[src/hdl/brd_pkg.sv]
// Purpose: Constants and carrier types for the bridge register-space decoder.
// Assumes: Primary-side requests arrive already decoded as cycles from the PCI engine.
// Notes: Functional notes below.
package brd_pkg;
  localparam logic [8:0]  CFG_SPACE_BYTES = 9'h100;
  localparam logic [7:0]  CFG_HDR_LIMIT   = 8'h80;
  localparam logic [7:0]  CFG_BAR_OFS     = 8'h10;
  localparam logic [7:0]  CFG_SECBUS_OFS  = 8'h18;
  localparam logic [7:0]  CFG_MISC_OFS    = 8'h80;
  localparam logic [7:0]  CFG_PWR_OFS     = 8'h84;
  localparam logic [11:0] WIN_C16_BASE    = 12'h800;
  localparam logic [15:0] LEG_INDEX_PORT  = 16'h03E0;
  localparam logic [15:0] LEG_DATA_PORT   = 16'h03E2;
  localparam int          MISC_CARD_AUDIO_LINE_BIT   = 0;
  localparam int          MISC_LEGACY_BIT = 1;
  localparam logic [31:0] BAR_RESET       = 32'h0000_0000;
  localparam logic [31:0] BAR_MASK        = 32'hFFFF_F000;
  localparam logic [3:0]  PWR_RESET       = 4'h3;

  typedef enum logic [2:0] {
    BRD_TGT_NONE = 3'b000,
    BRD_TGT_CFG  = 3'b001,
    BRD_TGT_C32  = 3'b010,
    BRD_TGT_C16  = 3'b011,
    BRD_TGT_FWD  = 3'b100,
    BRD_TGT_IDX  = 3'b101
  } brd_target_t;

  typedef enum logic [1:0] {
    BRD_CYC_CFG0 = 2'b00,
    BRD_CYC_CFG1 = 2'b01,
    BRD_CYC_MEM  = 2'b10,
    BRD_CYC_IO   = 2'b11
  } brd_cyc_t;

  typedef struct packed {
    logic       valid;
    brd_cyc_t   cyc;
    logic       write;
    logic       primary;
    logic [31:0] addr;
    logic [31:0] wdata;
  } brd_req_t;

  typedef struct packed {
    logic        hit;
    brd_target_t target;
    logic [11:0] reg_ofs;
    logic [31:0] fwd_addr;
    logic [31:0] rdata;
  } brd_rsp_t;

  typedef struct packed {
    logic [31:0] bar;
    logic [7:0]  sec_bus;
    logic [7:0]  misc;
    logic [3:0]  pwr;
    logic [7:0]  index;
    brd_rsp_t    rsp;
  } brd_state_t;
endpackage

[src/hdl/brd_decode.sv]
// Purpose: Register-space decode and configuration routing for the card bridge.
// Assumes: One primary request per cycle; card audio and suspend arrive asynchronously.
// Notes: Answer is registered, one cycle after the request.
`timescale 1ns/1ns
module brd_decode (
  // Clock and resets
  input  wire logic          clk_sys,
  input  wire logic          nrst,
  input  wire logic          pci_rst_n,
  // Shared suspend / speaker pin
  input  wire logic          susp_pin_i,
  output logic               susp_pin_o,
  output logic               susp_pin_oe,
  input  wire logic          card_audio_line,
  // Primary request and answer
  input  brd_pkg::brd_req_t  req,
  output brd_pkg::brd_rsp_t  rsp,
  // Power switch
  output logic               card_5v_switch_en_n,
  output logic               card_3v3_switch_en_n,
  output logic               prog_supply_sel0,
  output logic               prog_supply_sel1,
  output logic               hw_suspend_n
);
  // Decode map seen from the primary side:
  //   cfg0 from primary : own 256-byte space; standard header below 0x80,
  //                       socket control words from 0x80 upward
  //   cfg1 on our bus   : rewritten as a type 0 cycle for the card
  //   mem in window     : lower 2 KB wide-card, upper 2 KB narrow-card
  //   io 0x3E0 / 0x3E2  : index / data pair, only while legacy mode is on
  // Anything else leaves hit low so that another agent may claim it.
  // A request that meets an active PCI reset outside suspend is dropped, not queued, so
  // the clear never races a write in the same cycle.

  localparam int SYNC_N   = 3;
  localparam int SYNC_SUS = 0;
  localparam int SYNC_AUD = 1;
  localparam int SYNC_RST = 2;

  brd_pkg::brd_state_t s_q;
  brd_pkg::brd_state_t s_d;
  logic [SYNC_N-1:0]   sync_in;
  logic [SYNC_N-1:0]   sync_out;
  logic                susp_s;
  logic                audio_s;
  logic                prst_s;
  logic                card_audio_line_en;
  logic                soft_rst;
  logic [4:0]          fwd_dev;
  logic [31:0]         fwd_idsel;
  logic [31:0]         fwd_reg;
  logic [31:0]         fwd_addr;

  // The decode slices fixed fields out of these; refuse other values
  if (brd_pkg::CFG_SPACE_BYTES != 9'h100) begin : g_bad_cfg_size
    $error("configuration space must be 256 bytes");
  end
  if (brd_pkg::CFG_HDR_LIMIT != 8'h80) begin : g_bad_hdr_limit
    $error("header must end half way through configuration space");
  end
  if (brd_pkg::WIN_C16_BASE != 12'h800) begin : g_bad_win_split
    $error("narrow-card half must start half way through the window");
  end

  // All three pins are asynchronous and idle high; a reset value of ones
  // keeps a false suspend, audio edge or PCI reset from following nrst
  assign sync_in = {pci_rst_n, card_audio_line, susp_pin_i};

  for (genvar i = 0; i < SYNC_N; i++) begin : g_sync
    logic [1:0] ff_q;
    always_ff @(posedge clk_sys or negedge nrst) begin
      if (!nrst) begin
        ff_q <= 2'b11;
      end else begin
        ff_q <= {ff_q[0], sync_in[i]};
      end
    end
    assign sync_out[i] = ff_q[1];
  end

  assign susp_s  = sync_out[SYNC_SUS];
  assign audio_s = sync_out[SYNC_AUD];
  assign prst_s  = sync_out[SYNC_RST];

  assign card_audio_line_en      = s_q.misc[brd_pkg::MISC_CARD_AUDIO_LINE_BIT];
  // Pin is an input unless speaker routing is on, then suspend reads inactive
  assign hw_suspend_n = card_audio_line_en | susp_s;
  assign susp_pin_oe  = card_audio_line_en;
  // Card audio is active low; the pin carries it as a positive pulse train
  assign susp_pin_o   = card_audio_line_en & ~audio_s;
  // PCI reset only acts while not suspended; state otherwise held
  assign soft_rst     = ~prst_s & hw_suspend_n;

  // Type 1 to type 0: the device number becomes a one-hot IDSEL line from
  // bit 16 up, the register word keeps its place and the type bits clear.
  // Devices above 15 have no line to drive and so select nobody.
  assign fwd_dev = req.addr[15:11];
  for (genvar b = 0; b < 32; b++) begin : g_idsel
    if (b >= 16) begin : g_line
      assign fwd_idsel[b] = (fwd_dev == 5'(b - 16));
    end else begin : g_none
      assign fwd_idsel[b] = 1'b0;
    end
  end
  assign fwd_reg  = {21'h00_0000, req.addr[10:2], 2'b00};
  assign fwd_addr = fwd_idsel | fwd_reg;

  always_comb begin
    logic [7:0] cofs;
    cofs = req.addr[7:0];
    s_d = s_q;
    s_d.rsp = '0;
    if (soft_rst) begin
      s_d.bar     = brd_pkg::BAR_RESET;
      s_d.sec_bus = '0;
      s_d.misc    = '0;
      s_d.pwr     = brd_pkg::PWR_RESET;
      s_d.index   = '0;
    end else if (req.valid) begin
      case (req.cyc)
        brd_pkg::BRD_CYC_CFG0: begin
          if (req.primary) begin
            s_d.rsp.hit     = 1'b1;
            s_d.rsp.target  = brd_pkg::BRD_TGT_CFG;
            s_d.rsp.reg_ofs = {4'h0, cofs};
            if (cofs < brd_pkg::CFG_HDR_LIMIT) begin
              if (cofs == brd_pkg::CFG_BAR_OFS) begin
                if (req.write) s_d.bar = req.wdata & brd_pkg::BAR_MASK;
                s_d.rsp.rdata = s_q.bar;
              end else if (cofs == brd_pkg::CFG_SECBUS_OFS) begin
                if (req.write) s_d.sec_bus = req.wdata[15:8];
                s_d.rsp.rdata = {16'h0000, s_q.sec_bus, 8'h00};
              end
            end else begin
              if (cofs == brd_pkg::CFG_MISC_OFS) begin
                if (req.write) s_d.misc = req.wdata[7:0];
                s_d.rsp.rdata = {24'h0000_00, s_q.misc};
              end else if (cofs == brd_pkg::CFG_PWR_OFS) begin
                if (req.write) s_d.pwr = req.wdata[3:0];
                s_d.rsp.rdata = {28'h000_0000, s_q.pwr};
              end
            end
          end
        end
        brd_pkg::BRD_CYC_CFG1: begin
          if (req.primary && req.addr[23:16] == s_q.sec_bus) begin
            s_d.rsp.hit      = 1'b1;
            s_d.rsp.target   = brd_pkg::BRD_TGT_FWD;
            s_d.rsp.fwd_addr = fwd_addr;
          end
        end
        // Window claims nothing until software has placed it away from zero
        brd_pkg::BRD_CYC_MEM: begin
          if (s_q.bar != brd_pkg::BAR_RESET &&
              (req.addr & brd_pkg::BAR_MASK) == s_q.bar) begin
            s_d.rsp.hit     = 1'b1;
            s_d.rsp.reg_ofs = req.addr[11:0];
            s_d.rsp.target  = (req.addr[11:0] >= brd_pkg::WIN_C16_BASE) ?
                              brd_pkg::BRD_TGT_C16 : brd_pkg::BRD_TGT_C32;
          end
        end
        // The data port only names a narrow-card offset; the socket logic
        // behind the window does the actual access
        brd_pkg::BRD_CYC_IO: begin
          if (s_q.misc[brd_pkg::MISC_LEGACY_BIT]) begin
            if (req.addr[15:0] == brd_pkg::LEG_INDEX_PORT) begin
              s_d.rsp.hit    = 1'b1;
              s_d.rsp.target = brd_pkg::BRD_TGT_IDX;
              if (req.write) s_d.index = req.wdata[7:0];
              s_d.rsp.rdata  = {24'h0000_00, s_q.index};
            end else if (req.addr[15:0] == brd_pkg::LEG_DATA_PORT) begin
              s_d.rsp.hit     = 1'b1;
              s_d.rsp.target  = brd_pkg::BRD_TGT_C16;
              s_d.rsp.reg_ofs = brd_pkg::WIN_C16_BASE | {4'h0, s_q.index};
            end
          end
        end
        default: s_d.rsp = '0;
      endcase
    end
  end

  always_ff @(posedge clk_sys or negedge nrst) begin
    if (!nrst) begin
      s_q.bar     <= brd_pkg::BAR_RESET;
      s_q.sec_bus <= 8'h00;
      s_q.misc    <= 8'h00;
      s_q.pwr     <= brd_pkg::PWR_RESET;
      s_q.index   <= 8'h00;
      s_q.rsp     <= '0;
    end else begin
      s_q <= s_d;
    end
  end

  // Answer stands for exactly one cycle after the request
  assign rsp = s_q.rsp;

  // Switch enables are active low at the pins; a set bit turns a supply on
  assign card_5v_switch_en_n  = ~s_q.pwr[0];
  assign card_3v3_switch_en_n = ~s_q.pwr[1];
  assign prog_supply_sel0     = s_q.pwr[2];
  assign prog_supply_sel1     = s_q.pwr[3];
endmodule

[config.mk]
export PLATFORM = sky130hd
export DESIGN_NAME = brd_decode
export DESIGN_NICKNAME = d
export VERILOG_FILES = /design/src/hdl/brd_pkg.sv /design/src/hdl/brd_decode.sv
export SDC_FILE = /design/constraint.sdc
export NUM_CORES = 1
export LEC_CHECK = 0
export BUFFER_PORTS_ARGS = -buffer_cell sky130_fd_sc_hd__buf_2
export CAP_MARGIN = 25
export CORE_AREA = 5 5 113 115
export DETAILED_ROUTE_END_ITERATION = 8
export DIE_AREA = 0 0 118 120
export GPL_TIMING_DRIVEN = 1
export PLACE_DENSITY = 0.77
export SLEW_MARGIN = 5
export SYNTH_ARGS = -nofsm -noshare
export SYNTH_HDL_FRONTEND = slang
export SYNTH_SLANG_ARGS = --single-unit
export TNS_END_PERCENT = 10
[constraint.sdc]
create_clock -name clk_sys -period 2.4 [get_ports clk_sys]
set_input_delay 0.24 -clock clk_sys [delete_from_list [all_inputs] [get_ports clk_sys]]
set_output_delay 0.24 -clock clk_sys [all_outputs]
set_load 0.02 [all_outputs]
==> impl_results.md <==
* Die Ht at around 120 um
* HP Class: in2reg
* Final hold viol count at 0
* Vias in the first global route at ~4400
* Synth async-reset ratio at 100.0%
* Vias per cell at around 5.4
* Most instantiated cells after synthesis: dfrtp_1, buf_4, nand2_1, nor2_1, and2_1
* Fin. max-slew vios at 0
* DR iter-0 viols at 331
* Cell area after synthesis at 6000 um2
* Reg area at ~3200 um2
* Largest net degree at the start of global routing at 48
* Remaining routing DRC violations at 0
* Max Cap Viol at 0
* Critical Path Source Type: flip-flop
* Clock root buffer: clkbuf_16
* Int Power at 3.919 mW
* CP arrival at around 2.5 ns
* Register area share after synthesis at 53.14%
* Clk Latency, worst-skew pair at 0.41 ns
* PortBufs at ~150
* Total power at just over 5 mW
* First-pass GRT wire length at about 23000 um
* P&R area growth vs syn at 15.68%
* Crit. path cell count at 5
* Initial antenna violation count at 1
* Final ANT Viol Nets at 0
* Yosys top cell by area: dfrtp_1
* Area of the multi-input gates at ~2100 um2
* Clock Skew at 0.01006 ns
* Reg clk slew, reported paths at roughly 0.06 ns
* Die area at about 14000 um2
* Period utilization at between 80% and 90%
* Warnings from Yosys at 0
* Final WS setup at roughly 0.29 ns
* WP buf/inv at 0
* Initial DRT Pass Iterations at 5
* Status: completed
* R2R depth at 5
* H-tree depth at 4
* GRT Residual Overflow at 0
* # diodes at 0
* RSZ-0062 raised after global routing: no
* Clock tree buffer depth at 2
* # nets final at between 700 and 800
* Worst-path cell chain: o21bai_1 -> nand3b_2 -> or3_4 -> nor2b_4 -> and2_1
* DRT Wirelength at 14430 um
* DP HPWL at about 11000 um
* Clock sink total at around 130
* Die Wd at about 120 um
* Initial Util at 51.23%
* Achievable Freq at around 0.47 GHz
* Sequential group share of total power at 43.9%
* RePlAce Congestion at slightly below 0.9
* Top_reg_cell synth: dfrtp_1
* Yosys top cell area share at between 40% and 50%
* Sw Share at about 22%
* Core area at 11710 um2
* Clock share of power at approximately half
* Comb power frac at 7.3%
* Mean Syn Cell Area at 10.58 um2
* IO Count at ~160
* Rel. slew slack at 50.72%
* Routed WL per cell at between 15 and 20 um
* Num CTS Buffers at 17
* Req. time, crit path at between 2 and 3 ns
* Number of distinct library cells after synthesis at between 50 and 60
* Power density cells at between 700 and 800 nW/um2
* Setup violations, final at 0
* CTS tree: done
* Synthesis-stage register bit count at 127
* CP max FO at 16
* EDFF count, synth at 0
* Top post-synthesis cells by area: dfrtp_1, buf_4, nand2_1, xnor2_1, and2_1
* Pleak at ~3.4 nW
* Critical Path End Type: flip-flop
* Post-CTS Setup Repair Bufs at 0
* Crit path max-delay family: simple AND/OR/NAND/NOR gates
* Peak VDD IR at 0.0004912 V
* Via Count at ~4400
* Post-Syn Instances at roughly 570
* Crit Path Class: reg2reg
* TNS Setup at 0 ns
* Most frequent cell after synthesis: dfrtp_1
* Std-Cell Rows at 40
* Max incr delay on CP at 0.45 ns
* Hold path depth at 2
* Share of cells above drive strength 1 at around a third
* Final Util at between 50% and 60%
* GRT Overall Usage at 20.67%
* Crit-path slowest cell: or3_4
* Least-Margin Pin Slew at roughly 0.74 ns
* Fin crit period at around 2.1 ns
* Pre-CTS WS at around 0.23 ns
* Net switching power figure at around 1.1 mW
* FILL cells at roughly 1000
## through the flow
step                hold WS [ns]  cell area, um2  instances
floorplan               -0.05559            6022        573
global placement          0.2476            6317        781
detailed placement        0.2532            6317        781
CTS                      0.02785            6929        817
global route             0.03414            6940        818
finish                   0.05101            6940        818
## registers in the layout, summed over array words and instances (netlist names)
register and cells:
prog_supply_sel0 1, s_q 45, rsp 73, g_sync.ff_q 6, susp_pin_oe 1, prog_supply_sel1 1
## power groups by stage
stage,combinational (mW),clock (mW),sequential [mW]
floorplan,0.196,0,2.24
global placement,0.349,0,2.25
detailed placement,0.361,0,2.25
CTS,0.368,2.49,2.21
global route,0.410,2.60,2.22
finish,0.370,2.46,2.22
## final timing paths
path                                          endpoint                   startpoint  slack [ns]
setup / recovery                     rsp[25]$_DFF_PN0_      susp_pin_oe$_DFFE_PN0P_        0.29
hold / removal                    s_q[137]$_DFFE_PN0P_                      req[29]        0.05
setup reg to reg                     rsp[25]$_DFF_PN0_      susp_pin_oe$_DFFE_PN0P_        0.29
hold reg to reg            g_sync[0].ff_q[1]$_DFF_PN1_  g_sync[0].ff_q[0]$_DFF_PN1_        0.35
max in group asynchronous          s_q[88]$_DFFE_PN1P_                         nrst        1.39
min in group asynchronous            rsp[12]$_DFF_PN0_                         nrst        0.34
## cells in the final DEF, fill, tap and decap left out, types with 4 or more instances in the layout
cell type,synthesis,final
inv_1,5,5
o211ai_1,4,4
nor3_1,10,10
buf_2,5,152
nor4_1,7,7
dlygate4sd3_1,0,4
dfstp_2,8,8
a32oi_1,7,7
and2_1,34,34
o21ai_0,10,10
o21ai_1,14,14
nor2_1,35,35
dfrtp_1,119,119
ha_1,5,5
nand4_1,9,9
clkbuf_16,0,17
a21oi_1,14,14
buf_4,82,8
xnor2_1,28,28
a22oi_1,8,8
nand2_1,67,67
a222oi_1,4,4
nand3_1,20,20
a22o_1,13,13
conb_1,1,7
clkbuf_1,8,6
## timing repair
item / in CTS / in global routing
hold buffers: 4 / 0
resized for setup: 0 / 0
endpoints found under the hold margin: 40 / 0
## metal layers
metal	part of all wire (%)	up-vias	routed length, um	track usage (%)
li1	-	2038	-	-
met1	41	2155	5910	26.06
met2	49	190	7125	33.31
met3	6.9	36	1001	6.032
met4	2.6	2	376	8.817
met5	0.090	-	13	0
## kinds of logic after synthesis
kind of cell,share of synthesized area (%)
DFF,53.14
xor gates and xnor gates,4.088
AOI/OAI and AO/OA,10.20
adders and majority gates,1.043
buffers and inverters,12.80
other,0.06251
and+or+nand+nor,18.33
muxes,0.3337
## final cells by class
cell class                      instances  area share (%)
Inverter                                5          0.2704
Clock inverter                          6           1.190
Clock buffer                           26           7.049
Multi-Input combinational cell        340           29.76
Tap cell                              147           2.650
Timing Repair Buffer                  167           13.14
Sequential cell                       127           45.93
(Power assumes the default switching activity.)
